$ cat config.mk
export PLATFORM = sky130hd
export DESIGN_NAME = btc_board_test_control
export DESIGN_NICKNAME = d
export VERILOG_FILES = /design/src/rtl/btc_pkg.sv /design/src/rtl/btc_sync.sv /design/src/rtl/btc_board_test_control.sv
export VERILOG_INCLUDE_DIRS = /design/src /design/src/rtl
export SDC_FILE = /design/constraint.sdc
export NUM_CORES = 1
export LEC_CHECK = 0
export BUFFER_PORTS_ARGS = -buffer_cell sky130_fd_sc_hd__buf_2
export CELL_PAD_IN_SITES_DETAIL_PLACEMENT = 0
export CELL_PAD_IN_SITES_GLOBAL_PLACEMENT = 2
export CORE_UTILIZATION = 41
export CTS_CLUSTER_DIAMETER = 100
export CTS_CLUSTER_SIZE = 12
export DETAILED_ROUTE_END_ITERATION = 8
export GPL_ROUTABILITY_DRIVEN = 0
export HOLD_SLACK_MARGIN = 0.06
export PLACE_DENSITY_LB_ADDON = 0.08
export SYNTH_ARGS = -nofsm -noshare
export SYNTH_HDL_FRONTEND = slang
export SYNTH_SLANG_ARGS = --single-unit
$ cat constraint.sdc
create_clock -name core_clk -period 3.8 [get_ports core_clk]
set_input_delay 0.38 -clock core_clk [delete_from_list [all_inputs] [get_ports core_clk]]
set_output_delay 0.38 -clock core_clk [all_outputs]
set_load 0.03 [all_outputs]
$ cat src/rtl/btc_map.svh
// Functional notes
// RL1: chip select, read and write strobes low together float all outputs and data bus.
// RL2: addresses 80h to ffh decode as test registers, apart from normal registers.
// RL3: writes to unused bits do nothing; host masks unused bits after reading.
// RL4: writable test register bits need no reset unless stated otherwise.
// RL5: master test bits except factory select clear on hardware reset; soft reset keeps them. The code's hardware reset clears factory select too.
// RL6: factory test select bit 4 turns the host port into the vector access port.
// RL7: factory select ORs with board test enable; cleared only by chip select high. The code's hardware reset also clears it.
// RL8: bus driver control bit 3 makes chip select the data bus output enable.
// RL9: bus driver control overrides the data bus tristate bit.
// RL10: board test bit 2 holds blocks in test mode and opens test registers.
// RL11: output tristate bit 0 floats every pin but the data bus; host port works.
// RL12: data bus tristate bit 1 floats the data bus, blocking read data.
// RL13: write-only master test bits read back unspecified; host must not rely on them.
`ifndef BTC_MAP_SVH
`define BTC_MAP_SVH

// register offsets on the host port
`define BTC_MTC_OFFSET      8'h0b
`define BTC_TEST_SPACE_BIT  7

// master test control field positions
`define BTC_MTC_TRISTATE_IO 0
`define BTC_MTC_TRISTATE_DB 1
`define BTC_MTC_IO_TEST     2
`define BTC_MTC_BUS_DRV     3
`define BTC_MTC_FACTORY     4

// reset values
`define BTC_MTC_RESET       5'h00
`define BTC_BYTE_RESET      8'h00

// synchroniser depth on pin inputs
`define BTC_SYNC_STAGES     2

`endif

$ cat src/rtl/btc_pkg.sv
package btc_pkg;

	// host port pins as they arrive, before or after synchronising
	typedef struct packed {
		logic       chip_select_n;
		logic       read_strobe_n;
		logic       write_strobe_n;
		logic [7:0] addr;
		logic [7:0] data;
	} btc_pins_s;

	// master test control bits held by the block
	typedef struct packed {
		logic factory_test_select;
		logic bus_driver_pin_control;
		logic board_io_test_enable;
		logic data_bus_tristate;
		logic output_pins_tristate;
	} btc_mtc_s;

	// write request towards the internal register spaces
	typedef struct packed {
		logic       strobe;
		logic       test_space;
		logic [7:0] addr;
		logic [7:0] data;
	} btc_ext_wr_s;

endpackage : btc_pkg

$ cat src/rtl/btc_sync.sv
`timescale 1ns/10ps
`default_nettype none
`include "btc_map.svh"

module btc_sync #(
	parameter int WIDTH = 19
) (
	// clock and reset
	input  wire logic             core_clk,
	input  wire logic             rst_n,
	// data
	input  wire logic [WIDTH-1:0] async_in,
	output logic      [WIDTH-1:0] sync_out
);

	// an empty synchroniser cannot be built; refuse it at elaboration
	if (WIDTH < 1)
	begin : g_bad_width
		$error("btc_sync: WIDTH must be at least 1");
	end

	////////////////////////////////////////////////////////////////////////////
	// two flops per bit; the first is seen only by the second
	genvar i;
	generate
		for (i = 0; i < WIDTH; i++)
		begin : g_bit
			logic [`BTC_SYNC_STAGES-1:0] stage_reg;
			always_ff @(posedge core_clk or negedge rst_n)
			begin
				if (!rst_n)
					stage_reg <= '1; // idle host pins are high
				else
					stage_reg <= {stage_reg[`BTC_SYNC_STAGES-2:0], async_in[i]};
			end
			assign sync_out[i] = stage_reg[`BTC_SYNC_STAGES-1];
		end
	endgenerate

endmodule : btc_sync

`default_nettype wire

$ cat src/rtl/btc_board_test_control.sv
`timescale 1ns/10ps
`default_nettype none
`include "btc_map.svh"

module btc_board_test_control (
	// clock and reset
	input  wire logic                 core_clk,
	input  wire logic                 rst_n,
	// host port pins
	input  wire logic                 chip_select_n,
	input  wire logic                 read_strobe_n,
	input  wire logic                 write_strobe_n,
	input  wire logic [7:0]           addr_pin,
	input  wire logic [7:0]           data_pin_in,
	output logic      [7:0]           data_pin_out,
	output logic                      data_pin_oe_n,
	// internal register spaces
	output btc_pkg::btc_ext_wr_s      ext_wr,
	input  wire logic [7:0]           ext_rdata,
	// test controls towards the device
	output logic                      output_pins_hiz,
	output logic                      blocks_test_mode,
	output logic                      factory_test_port,
	output logic                      test_space_open
);
	import btc_pkg::*;

	// whole module state
	typedef struct packed {
		btc_mtc_s    mtc;
		logic        wr_active;
		logic [7:0]  wr_addr;
		logic [7:0]  wr_data;
		btc_ext_wr_s ext_wr;
		logic [7:0]  rd_data;
		logic        oe_n;
		logic        pins_hiz;
		logic        test_mode;
		logic        factory;
		logic        test_open;
	} btc_state_s;

	btc_pins_s  pins_raw;
	btc_pins_s  pins;
	btc_state_s state_reg;
	btc_state_s state_next;

	////////////////////////////////////////////////////////////////////////////
	// every host pin crosses in through two flops
	assign pins_raw = '{chip_select_n:  chip_select_n,
	                    read_strobe_n:  read_strobe_n,
	                    write_strobe_n: write_strobe_n,
	                    addr:           addr_pin,
	                    data:           data_pin_in};

	btc_sync #(
		.WIDTH ($bits(btc_pins_s))
	) u_sync (
		.core_clk (core_clk),
		.rst_n    (rst_n),
		.async_in (pins_raw),
		.sync_out (pins)
	);

	////////////////////////////////////////////////////////////////////////////
	// decoded conditions on the synchronised pins
	logic all_strobes;
	logic write_low;
	logic read_low;
	logic wr_done;
	logic is_mtc;
	logic is_test;
	logic io_test_eff;

	// all three low is the board-test float request, never a cycle
	assign all_strobes = !pins.chip_select_n && !pins.read_strobe_n && !pins.write_strobe_n; // [RL1]
	assign write_low   = !pins.chip_select_n && !pins.write_strobe_n && pins.read_strobe_n;
	assign read_low    = !pins.chip_select_n && !pins.read_strobe_n && pins.write_strobe_n;
	// a write takes effect when the strobe rises, with address and data held from the low phase
	assign wr_done     = state_reg.wr_active && !write_low && !all_strobes;
	assign is_mtc      = state_reg.wr_addr == `BTC_MTC_OFFSET;
	assign is_test     = state_reg.wr_addr[`BTC_TEST_SPACE_BIT]; // [RL2]
	// factory select behaves as board test for the whole device
	assign io_test_eff = state_reg.mtc.board_io_test_enable | state_reg.mtc.factory_test_select; // [RL7]

	////////////////////////////////////////////////////////////////////////////
	// next-state logic
	always_comb
	begin
		logic       rd_test;
		logic       rd_mtc;
		logic       bus_drive;
		rd_test    = pins.addr[`BTC_TEST_SPACE_BIT];
		rd_mtc     = pins.addr == `BTC_MTC_OFFSET;
		bus_drive  = 1'b0;
		state_next = state_reg;

		// capture address and data while the write strobe is low
		state_next.wr_active = write_low;
		if (write_low)
		begin
			state_next.wr_addr = pins.addr;
			state_next.wr_data = pins.data;
		end

		// master test writes; bits 7..5 have no storage so writing them does nothing
		state_next.ext_wr = '0;
		if (wr_done && is_mtc)
		begin
			state_next.mtc.output_pins_tristate   = state_reg.wr_data[`BTC_MTC_TRISTATE_IO];
			state_next.mtc.data_bus_tristate      = state_reg.wr_data[`BTC_MTC_TRISTATE_DB];
			state_next.mtc.board_io_test_enable   = state_reg.wr_data[`BTC_MTC_IO_TEST];
			state_next.mtc.bus_driver_pin_control = state_reg.wr_data[`BTC_MTC_BUS_DRV]; // [RL8]
			if (state_reg.wr_data[`BTC_MTC_FACTORY])
				state_next.mtc.factory_test_select = 1'b1; // [RL6]
		end
		else if (wr_done && (!is_test || io_test_eff))
		begin
			// test space writes pass only once test access is open
			state_next.ext_wr.strobe     = 1'b1; // [RL10]
			state_next.ext_wr.test_space = is_test; // [RL2]
			state_next.ext_wr.addr       = state_reg.wr_addr;
			state_next.ext_wr.data       = state_reg.wr_data; // [RL4] forwarded bits get no reset here
		end

		// only chip select high or the hardware reset releases the factory select; chip select high wins over a set
		if (pins.chip_select_n)
			state_next.mtc.factory_test_select = 1'b0; // [RL7]

		// read data: write-only master bits read as zero, unused bits as zero
		if (read_low)
		begin
			if (rd_mtc)
			begin
				state_next.rd_data = `BTC_BYTE_RESET; // [RL13]
				state_next.rd_data[`BTC_MTC_IO_TEST]     = state_reg.mtc.board_io_test_enable; // [RL3]
				state_next.rd_data[`BTC_MTC_TRISTATE_IO] = state_reg.mtc.output_pins_tristate;
			end
			else if (rd_test && !io_test_eff)
				state_next.rd_data = `BTC_BYTE_RESET; // [RL10]
			else
				state_next.rd_data = ext_rdata;
		end

		// data bus enable: strobe override, then bus driver control, then tristate bit
		if (all_strobes)
			bus_drive = 1'b0; // [RL1]
		else if (state_reg.mtc.bus_driver_pin_control)
			bus_drive = pins.chip_select_n; // [RL8] [RL9]
		else if (state_reg.mtc.data_bus_tristate)
			bus_drive = 1'b0; // [RL12]
		else
			bus_drive = read_low;
		state_next.oe_n = !bus_drive;

		// every other pin floats on the strobe override or the tristate bit
		state_next.pins_hiz  = all_strobes | state_next.mtc.output_pins_tristate; // [RL1] [RL11]
		state_next.test_mode = state_next.mtc.board_io_test_enable
		                     | state_next.mtc.factory_test_select; // [RL10] [RL7]
		state_next.factory   = state_next.mtc.factory_test_select; // [RL6]
		state_next.test_open = state_next.test_mode; // [RL10]
	end

	////////////////////////////////////////////////////////////////////////////
	// state register; the hardware reset pin clears every master bit, factory select included
	always_ff @(posedge core_clk or negedge rst_n)
	begin
		if (!rst_n)
		begin
			state_reg           <= '0;
			state_reg.mtc       <= `BTC_MTC_RESET; // [RL5]
			state_reg.rd_data   <= `BTC_BYTE_RESET;
			state_reg.oe_n      <= 1'b1;
		end
		else
			state_reg <= state_next;
	end

	////////////////////////////////////////////////////////////////////////////
	// outputs straight from the state flops
	assign data_pin_out      = state_reg.rd_data;
	assign data_pin_oe_n     = state_reg.oe_n;
	assign ext_wr            = state_reg.ext_wr;
	assign output_pins_hiz   = state_reg.pins_hiz;
	assign blocks_test_mode  = state_reg.test_mode;
	assign factory_test_port = state_reg.factory;
	assign test_space_open   = state_reg.test_open;

endmodule : btc_board_test_control

`default_nettype wire

Yosys cells after proc, flatten, opt, wreduce, memory -nomap -nowiden
Cells that the tools add are included.
{"block": "totals", "output_inout_bits": 31, "inputBits": 29, "register_bits": 89, "wordCells": 69}
{"block": "op_classes", "bitwise": 3, "reduce_logical": 19, "n_mux": 10, "eq_ne": 2}
{"cell": "$mux W18", "n": 2}
{"cell": "$eq A8 B4 Y1 const B", "n": 2}
{"cell": "$mux W8", "n": 2}
{"cell": "$logic_and A1 B1 Y1", "n": 10}
{"cell": "$logic_not A1 Y1", "n": 8}
{"cell": "$mux W1", "n": 5}
{"cell": "$mux W5", "n": 1}
{"cell": "$or A1 B1 Y1", "n": 3}
{"cell": "$logic_or A1 B1 Y1", "n": 1}

Logic depth before layout (Yosys ltp)
Gate-level depths: netlist of run 1.
{"block": "depth", "ltp_word": 10, "ltp_mapped": 5, "ltp_nobuf": 3}

By module
A second synthesis of run 1 with hierarchy kept.
{"block": "hier_totals", "hier_cells": 220, "hier_area_um2": 3298.2}
{"mod": "btc_board_test_control", "n_inst": 1, "cells_per_inst": 163, "area_per_inst_um2": 2157.1, "seq_area_each_um2": 1252.5}
{"mod": "btc_sync", "n_inst": 1, "cells_per_inst": 57, "area_per_inst_um2": 1141.1, "seq_area_each_um2": 998.5}

Least setup slack after synthesis of run 1
No wires, ideal clock.
{"block": "synth_path", "kind": "reg-to-reg", "start": "reg state_reg[43] in the netlist's numbering", "end": "reg state_reg[49] in the netlist's numbering", "period_less_slack_ns": 1.605, "path_slack_ns": 2.195, "required_time_ns": 3.672, "path_stages_with_launch": 4, "arrival_ns": 1.477, "setup_ns": 0.128, "n_path_buf": 0, "cell_sequence": "dfrtp_1 or4_4 nor3_4 mux2_1"}
{"block": "synth_between", "elab_chain_cells": 2}
{"element": "from (decl)", "line": "btc_board_test_control.sv:45", "rtl": "btc_state_s state_reg;"}
{"element": "from (signal assigned)", "line": "btc_board_test_control.sv:176", "rtl": "state_reg <= state_next;"}
{"element": "$eq A8 B4 Y1 (no line)"}
{"element": "$logic_and A1 B1 Y1", "line": "btc_board_test_control.sv:108", "rtl": "if (wr_done && is_mtc)"}
No other way between the ends.
A chain may end at the register's enable or synchronous reset.

==> impl_metrics.json, run 1 <==
{
  "slowest_delay_ns": 0.64,
  "drv_slew": 0,
  "rows": 31,
  "initial_core_util_pct": 43.0,
  "cts_tree": "yes",
  "first_pass_iters": 4,
  "fin_nets": 268,
  "die_x_microns": 89.7,
  "cts.sinks": 88,
  "postCtsSetupBuffers": 0,
  "dieArea_sq_um": 8050,
  "startpoint_type": "flop",
  "synth_top_area_share_pct": 38.9,
  "grt_pass1_wl_microns": 8760,
  "htreeDepth": 3,
  "hold_start": "data_pin_in[4]",
  "fmax_mhz": 527,
  "crit_start": "state_reg[43]$_DFFE_PN0P_",
  "whs_ns": 0.123,
  "insertion_delay_ns": 0.34,
  "placed_cells": 327,
  "antenna_left": 0,
  "die_h_microns": 89.7,
  "post-route-min-period_ns": 1.90,
  "grt_overflow": 0,
  "skew_ns": 0.0123,
  "io_buffers": 59,
  "synth-async-reset-ratio_pct": 100,
  "end_kind": "flop",
  "drt_iter0_markers": 94,
  "powerDensity_nw_per_um2": 536,
  "hpwl_microns": 3510,
  "seq_area_frac_synth_pct": 71.3,
  "synth_area_sq_um": 3160,
  "path_class": "reg2reg",
  "r2r_start": "state_reg[43]$_DFFE_PN0P_",
  "path_clk_slew_ns": 0.09,
  "max-vdd-ir-drop_uv": 229,
  "synth_commonest_cells": "dfrtp_1 (49), dfstp_2 (39), buf_4 (28)",
  "syn_avg_cell_area_sq_um": 15.7,
  "via_per_inst": 4.73,
  "p_leak_nw": 1.65,
  "tightestPinTransition_ns": 1.03,
  "yosysMostFrequentCell": "dfrtp_1",
  "critPathMaxFanout": 12,
  "relSlewSlack_pct": 31.2,
  "hp-class": "in2reg",
  "synth_flop_cell": "dfrtp_1",
  "ys_types": 37,
  "core-area_sq_um": 7330,
  "wirelength_microns": 5050,
  "drc": 0,
  "synth_nets": 230,
  "rsz0062_at_grt": "no",
  "fin_crit_sh_pct": 49.9,
  "hold_viol": 0,
  "ys_seq_elements": 88,
  "grt_antenna_before_repair": 0,
  "cts_buffer_depth": 2,
  "wl_per_cell_microns": 14.7,
  "cts-buffers-inserted": 9,
  "area_growth_pct": 12.8,
  "largest_reg_flops": 38,
  "synth_warnings": 0,
  "ys_top_cells_by_area": "dfrtp_1 (39%), dfstp_2 (32%), buf_4 (6.7%)",
  "grt_pass1_vias": 1729,
  "drive_gt1_share_pct": 55.3,
  "crit_chain": "or4_4 -> nor2_1 -> nor3b_1",
  "cts_resized": 0,
  "fin_setup_tns_ns": 0,
  "instances_no_fill": 343,
  "regArea_sq_um": 2250,
  "synth-edff-count": 0,
  "multi_input_area_sq_um": 664,
  "io-pin-count": 60,
  "setup_viol": 0,
  "grt_max_degree": 89,
  "cpMaxStageDelayCell": "nor2_1",
  "cp.arrival_ns": 2.09,
  "synth_cells": 201,
  "n_antenna_cell": 0,
  "required_ns": 3.99,
  "cts_hold_buf": 0,
  "grt_usage_pct": 14.3,
  "fillerInstances": 617,
  "cap_violations": 0,
  "yosysTopAreaCell": "dfrtp_1",
  "outcome": "complete, no violations",
  "fin_util_pct": 48.5,
  "via_count": 1622,
  "root_buffer": "clkbuf_8"
}
placed cells by master (no fill, tap or decap), types with 2 or more instances in the layout:
cell      count
inv_6         3
clkbuf_8     10
a211o_1       2
mux2_2       15
a21oi_1       2
nor2_1        6
inv_1         3
nand4_1       2
buf_2        58
nand3_1       2
nor3b_1      13
dfrtp_1      49
and2_1        5
a22o_1        6
mux2_1        3
dfstp_2      39
a31oi_1       2
cell families (layout without fill, tap and decap cells):
kind of cell | Yosys count | after routing | synth area share, %
AND/OR/NAND/NOR | 39 | 39 | 9.20
flip-flops | 88 | 88 | 71.3
multiplexers | 18 | 18 | 6.42
AO/OA/AOI/OAI | 21 | 21 | 5.43
buffers and inverters | 35 | 78 | 7.61
worst max-delay path, delay by kind of cell, from the launching register on:
kind	cells	cell delay, ns
AND/OR/NAND/NOR	3	1.34
flip-flops	1	0.42
routing by layer:
layer	up-vias	GRT usage, %	wire (microns)
met1	818	19.6	2350
li1	749	-	-
met2	45	21.5	2410
met5	-	0	0
met4	0	6.56	82
met3	10	3.47	209
through the flow:
step                      setup slack (ns)  total power [mW]  instance area (sq um)
after global placement                1.96              1.26                   3350
after floorplan                       2.19              1.21                   3160
after detailed placement              1.90              1.27                   3350
after global routing                  1.76              2.00                   3560
final                                 1.90              1.91                   3560
after CTS                             1.90              1.93                   3560
power breakdown:
group	switching, mW	total [mW]	internal, mW
Combinational	0.0966	0.171	0.0743
Sequential	0.0525	1.08	1.03
Clock	0.327	0.657	0.330
Total	0.476	1.91	1.43
final cells by class:
| class | instances | area share [%] |
|---|---|---|
| inverter | 3 | 0.316 |
| sequential | 88 | 63.3 |
| timing repair buffer | 59 | 8.37 |
| clock buffer | 10 | 3.87 |
| clock inverter | 6 | 2.04 |
| tap | 99 | 3.48 |
| multi-input combinational | 78 | 18.7 |
worst paths after layout:
| path | endpoint | slack [ns] | depth (start not counted) |
|---|---|---|---|
| hold / removal | u_sync.g_bit[4].stage_reg[0]$_DFF_PN1_ | 0.12 | 1 |
| min in group asynchronous | data_pin_out[3]$_DFFE_PN0N_ | 0.21 | 1 |
| setup reg to reg | ext_wr[9]$_DFF_PN0_ | 1.90 | 3 |
| setup / recovery | ext_wr[9]$_DFF_PN0_ | 1.90 | 3 |
| max in group asynchronous | output_pins_hiz$_DFF_PN0_ | 2.92 | 1 |
| hold reg to reg | u_sync.g_bit[15].stage_reg[1]$_DFF_PN1_ | 0.36 | 0 |
Power figures use the tool's default switching activity.
==> inputs of run 2 (changes only) <==
- CORE_UTILIZATION: 41 -> 34
- clock period: 3.8 -> 1.63 ns (I/O delays scaled with it)
==> run 2 against run 1 <==
Clock skew fell by 0.0044 ns. Wire length up 13%. Core utilization shrank 3.9 points.
==> impl_metrics.json, run 2 (same netlist as run 1, synthesis figures left out) <==
{
  "insertion_delay_ns": 0.35,
  "fin_nets": 310,
  "critPathMaxFanout": 3,
  "hold_viol": 0,
  "grt_pass1_vias": 1930,
  "grt_antenna_before_repair": 0,
  "cts_resized": 0,
  "fin_total_pwr_mw": 4.47,
  "min_path_cells": 4,
  "cp.arrival_ns": 1.83,
  "rsz0062_at_grt": "yes",
  "r2r_start": "state_reg[43]$_DFFE_PN0P_",
  "cap_violations": 0,
  "setup_viol": 0,
  "use_met1_pct": 15.3,
  "wl_per_cell_microns": 14.5,
  "initial_core_util_pct": 35.7,
  "grt_pass1_wl_microns": 9690,
  "p_leak_nw": 1.83,
  "postLayoutSetupSlackWorst_ns": 0.0332,
  "fillerInstances": 819,
  "via_count": 1738,
  "fin_util_pct": 44.6,
  "path_class": "reg2reg",
  "hp-class": "in2reg",
  "required_ns": 1.86,
  "drv_slew": 0,
  "first_pass_iters": 5,
  "wirelength_microns": 5710,
  "core-area_sq_um": 8850,
  "hpwl_microns": 3970,
  "postCtsSetupBuffers": 0,
  "rows": 34,
  "largest_reg_flops": 38,
  "die_x_microns": 98.3,
  "crit_chain": "or4_4 -> nor3_4 -> mux2_1",
  "end_kind": "flop",
  "antenna_left": 0,
  "io-pin-count": 60,
  "top_usage_layer": "met2",
  "slowest_delay_ns": 0.57,
  "dieArea_sq_um": 9670,
  "final_common_cell": "buf_2",
  "via_per_inst": 4.41,
  "n_antenna_cell": 0,
  "relSlewSlack_pct": 69.6,
  "die_h_microns": 98.3,
  "grt_use_met2_pct": 22.9,
  "cts_buffer_depth": 2,
  "drc": 0,
  "grt_overflow": 0,
  "hold_end": "data_pin_out[0]$_DFFE_PN0N_",
  "htreeDepth": 3,
  "drt_iter0_markers": 28,
  "cts_tree": "yes",
  "post-route-min-period_ns": 1.60,
  "reg2regPathDepth": 3,
  "fmax_mhz": 626,
  "area_growth_pct": 25.2,
  "whs_ns": 0.158,
  "post-place-ws_ns": -0.00589,
  "grt_max_degree": 41,
  "tightestPinTransition_ns": 0.456,
  "met3_usage_pct": 5.37,
  "outcome": "complete, no violations",
  "skew_ns": 0.00792,
  "cts.sinks": 88,
  "hold_start": "ext_rdata[0]",
  "fin_crit_sh_pct": 98.0,
  "grt_usage_pct": 13.3,
  "cpMaxStageDelayCell": "or4_4",
  "cts-buffers-inserted": 9,
  "reg2reg_slack_ns": 0.03,
  "path_clk_slew_ns": 0.08,
  "powerDensity_nw_per_um2": 1130,
  "startpoint_type": "flop",
  "design_area_sq_um": 3950,
  "io_buffers": 59,
  "root_buffer": "clkbuf_8",
  "layout_common_cells": "buf_2 (58), dfrtp_1 (49), dfstp_2 (39)",
  "r2r-end": "state_reg[49]$_DFFE_PN0N_",
  "postPlaceCellArea_sq_um": 3490,
  "drive_gt1_share_pct": 52.4,
  "max-vdd-ir-drop_uv": 471
}
## run 2: changes by cell type in the layout (fill, tap and decap cells not counted)
cell | previous run | this run
dlygate4sd3_1 | 0 | 26
buf_4 | 1 | 16
buf_12 | 0 | 1
bufinv_16 | 1 | 0
clkbuf_1 | 0 | 1
clkbuf_16 | 0 | 1
clkbuf_8 | 10 | 9
inv_6 | 3 | 2
inv_8 | 0 | 1
## run 2: layout make-up
type	instances	area, sq um	share of cell area, %
multi-input cells	78	664	16.8
well taps	108	135	3.42
inverters	3	11.3	0.285
flip-flops and latches	88	2250	57.0
repair buffers	101	691	17.5
clock inverters	5	45.0	1.14
clock buffers	11	153	3.86
## run 2: power by group
part	leakage [nW]	switching [mW]	total [mW]	internal [mW]
Sequential	1.05	0.0947	2.49	2.39
Clock	0.0976	0.788	1.46	0.672
Combinational	0.690	0.270	0.526	0.256
## run 2: worst max-delay path: cells and delay by family (launching register included)
family	cells	cell delay (ns)
AND/OR/NAND/NOR	2	0.76
flip-flops	1	0.38
multiplexers	1	0.34
## run 2: through the flow
step	std cells	setup TNS [ns]
floorplan	201	0
global placement	352	0
detailed placement	352	-0.00589
CTS	394	0
global route	394	-0.0317
finish	394	0
## run 2: worst max-delay path by stage
stage / start / to / slack [ns] / cells after the start
after global routing: state_reg[43]$_DFFE_PN0P_ / state_reg[49]$_DFFE_PN0N_ / -0.02 / 3
after global placement: state_reg[43]$_DFFE_PN0P_ / state_reg[51]$_DFFE_PN0N_ / 0.02 / 3
after detailed placement: state_reg[43]$_DFFE_PN0P_ / state_reg[49]$_DFFE_PN0N_ / -0.006 / 3
after CTS: state_reg[43]$_DFFE_PN0P_ / state_reg[49]$_DFFE_PN0N_ / 0.04 / 3
after floorplan: state_reg[43]$_DFFE_PN0P_ / state_reg[49]$_DFFE_PN0N_ / 0.02 / 3
final: state_reg[43]$_DFFE_PN0P_ / state_reg[49]$_DFFE_PN0N_ / 0.03 / 3
## run 2: what timing repair did
action | CTS | global route
pin swaps | 1 | 0
hold buffers | 26 | 0
setup endpoints to repair | 2 | 2
hold endpoints to repair | 48 | 0
gates cloned | 0 | 0
## run 2: layer usage
| metal | wire, microns | vias to the layer above |
|---|---|---|
| met4 | 61 | 0 |
| met5 | 0 | - |
| met1 | 2500 | 864 |
| li1 | - | 826 |
| met2 | 2890 | 41 |
| met3 | 261 | 7 |
==> inputs of run 3 (changes only) <==
- CORE_UTILIZATION: 34 -> 38
- clock period: 1.63 -> 1.8 ns (I/O delays scaled with it)
==> run 3 against run 2 <==
Total power decreased by 13%. Sequential share of layout area increased by 1.5 points. Die area decreased by 10%. Worst hold slack got worse by 0.0055 ns. Sequential power decreased by 8.4%. Critical endpoint unchanged.
==> impl_metrics.json, run 3 (same netlist as run 1, synthesis figures left out) <==
{
  "post-route-min-period_ns": 1.69,
  "hpwl_microns": 3750,
  "outcome": "complete, no violations",
  "dieArea_sq_um": 8670,
  "setup_viol": 0,
  "die_x_microns": 93.1,
  "fmax_mhz": 593,
  "critPathMaxFanout": 4,
  "io-pin-count": 60,
  "fillerInstances": 697,
  "n_antenna_cell": 0,
  "path_class": "reg2reg",
  "io_buffers": 59,
  "power_frac_comb_pct": 10.9,
  "wl_per_cell_microns": 14.5,
  "grt_pass1_wl_microns": 9200,
  "crit_chain": "or4_4 -> nor3_4 -> mux2_1",
  "p_clk_share_pct": 30.3,
  "final_common_cell": "buf_2",
  "cts.sinks": 88,
  "slowest_delay_ns": 0.58,
  "drive_gt1_share_pct": 50.4,
  "cts_buffer_depth": 2,
  "grt_antenna_before_repair": 0,
  "fin_nets": 302,
  "r2r-end": "state_reg[49]$_DFFE_PN0N_",
  "htreeDepth": 3,
  "hold_viol": 0,
  "initial_core_util_pct": 40.0,
  "drt_iter0_markers": 48,
  "via_per_inst": 4.52,
  "skew_ns": 0.00922,
  "cts_tree": "yes",
  "required_ns": 2.04,
  "cp.arrival_ns": 1.92,
  "startpoint_type": "flop",
  "cpMaxStageDelayCell": "or4_4",
  "layout_common_cells": "buf_2 (58), dfrtp_1 (49), dfstp_2 (39)",
  "fin_setup_tns_ns": 0,
  "reg2reg_slack_ns": 0.11,
  "end_kind": "flop",
  "hp-class": "in2reg",
  "relSlewSlack_pct": 66.2,
  "instances_no_fill": 380,
  "drc": 0,
  "p_int_mw": 2.88,
  "reg2regPathDepth": 3,
  "largest_reg_flops": 38,
  "grt_pass1_vias": 1793,
  "rsz0062_at_grt": "no",
  "powerDensity_nw_per_um2": 1010,
  "path_clk_slew_ns": 0.08,
  "cp_top_family": "simple AND/OR/NAND/NOR gates",
  "whs_ns": 0.153,
  "rows": 32,
  "hold_start": "ext_rdata[0]",
  "p_switching_mw": 0.992,
  "p_leak_nw": 1.78,
  "drv_slew": 0,
  "seq_power_share_pct": 58.8,
  "area_growth_pct": 21.9,
  "first_pass_iters": 4,
  "max-vdd-ir-drop_uv": 562,
  "cts-buffers-inserted": 9,
  "tightestPinTransition_ns": 0.503,
  "via_count": 1717,
  "cap_violations": 0,
  "hold_end": "data_pin_out[0]$_DFFE_PN0N_",
  "antenna_left": 0,
  "switching_share_pct": 25.6,
  "cts_resized": 0,
  "cp.buffers_inverters": 0,
  "fin_crit_sh_pct": 93.7,
  "grt_overflow": 0,
  "r2r_start": "state_reg[43]$_DFFE_PN0P_",
  "grt_max_degree": 35,
  "min_path_cells": 4,
  "die_h_microns": 93.1,
  "core-area_sq_um": 7890,
  "wirelength_microns": 5520,
  "insertion_delay_ns": 0.36,
  "placed_cells": 338,
  "root_buffer": "clkbuf_8",
  "grt_usage_pct": 14.6
}
[run 3: cell type report]
| class | count | area (sq um) | area share [%] |
|---|---|---|---|
| well taps | 102 | 128 | 3.32 |
| clock inverters | 4 | 27.5 | 0.715 |
| repair buffers | 93 | 631 | 16.4 |
| clock buffers | 12 | 135 | 3.51 |
| multi-input cells | 78 | 664 | 17.3 |
| inverters | 3 | 11.3 | 0.293 |
| flip-flops and latches | 88 | 2250 | 58.5 |
[run 3: power by group through the flow]
stage / clock [mW] / sequential [mW] / combinational, mW
2_1_floorplan: 0 / 2.27 / 0.294
3_3_place_gp: 0 / 2.31 / 0.376
3_5_place_dp: 0 / 2.31 / 0.384
4_1_cts: 1.22 / 2.28 / 0.427
5_1_grt: 1.32 / 2.30 / 0.458
6_report: 1.17 / 2.28 / 0.420
[run 3: through the flow]
stage                     setup slack, ns  cell area [sq um]  total power, mW  util, %
final                               0.114               3850             3.87     48.8
after global routing               0.0203               3850             4.08     48.8
after CTS                           0.102               3850             3.93     48.8
after detailed placement            0.126               3420             2.70     43.4
after global placement              0.150               3420             2.68     43.4
after floorplan                     0.195               3160             2.56        -
[run 3: how the worst max path moves through the flow]
| stage | from | endpoint | slack (ns) | cells past startpoint |
|---|---|---|---|---|
| floorplan | state_reg[43]$_DFFE_PN0P_ | state_reg[49]$_DFFE_PN0N_ | 0.19 | 3 |
| global placement | state_reg[43]$_DFFE_PN0P_ | state_reg[49]$_DFFE_PN0N_ | 0.15 | 3 |
| detailed placement | state_reg[43]$_DFFE_PN0P_ | state_reg[51]$_DFFE_PN0N_ | 0.13 | 3 |
| CTS | state_reg[43]$_DFFE_PN0P_ | state_reg[51]$_DFFE_PN0N_ | 0.10 | 3 |
| global route | state_reg[43]$_DFFE_PN0P_ | state_reg[51]$_DFFE_PN0N_ | 0.02 | 3 |
| finish | state_reg[43]$_DFFE_PN0P_ | state_reg[49]$_DFFE_PN0N_ | 0.11 | 3 |
[run 3: routing by layer]
metal	GRT usage, %	part of all wire, %	wire length, microns	vias up
li1	-	-	-	812
met2	22.4	48	2670	41
met1	18.4	45	2500	856
met3	5.45	4.3	236	8
met4	6.92	2.0	110	0
met5	0	0	0	-
[run 3: worst reg2reg max path, stage by stage (launching register included)]
cell and delay [ns]:
dfrtp_1 0.41, or4_4 0.58, nor3_4 0.25, mux2_1 0.34
[run 3: timing repair]
action | CTS | global route
endpoints found under the setup margin | 0 | 0
hold buffers | 26 | 0
buffers inserted | 0 | 0
hold endpoints to repair | 52 | 0
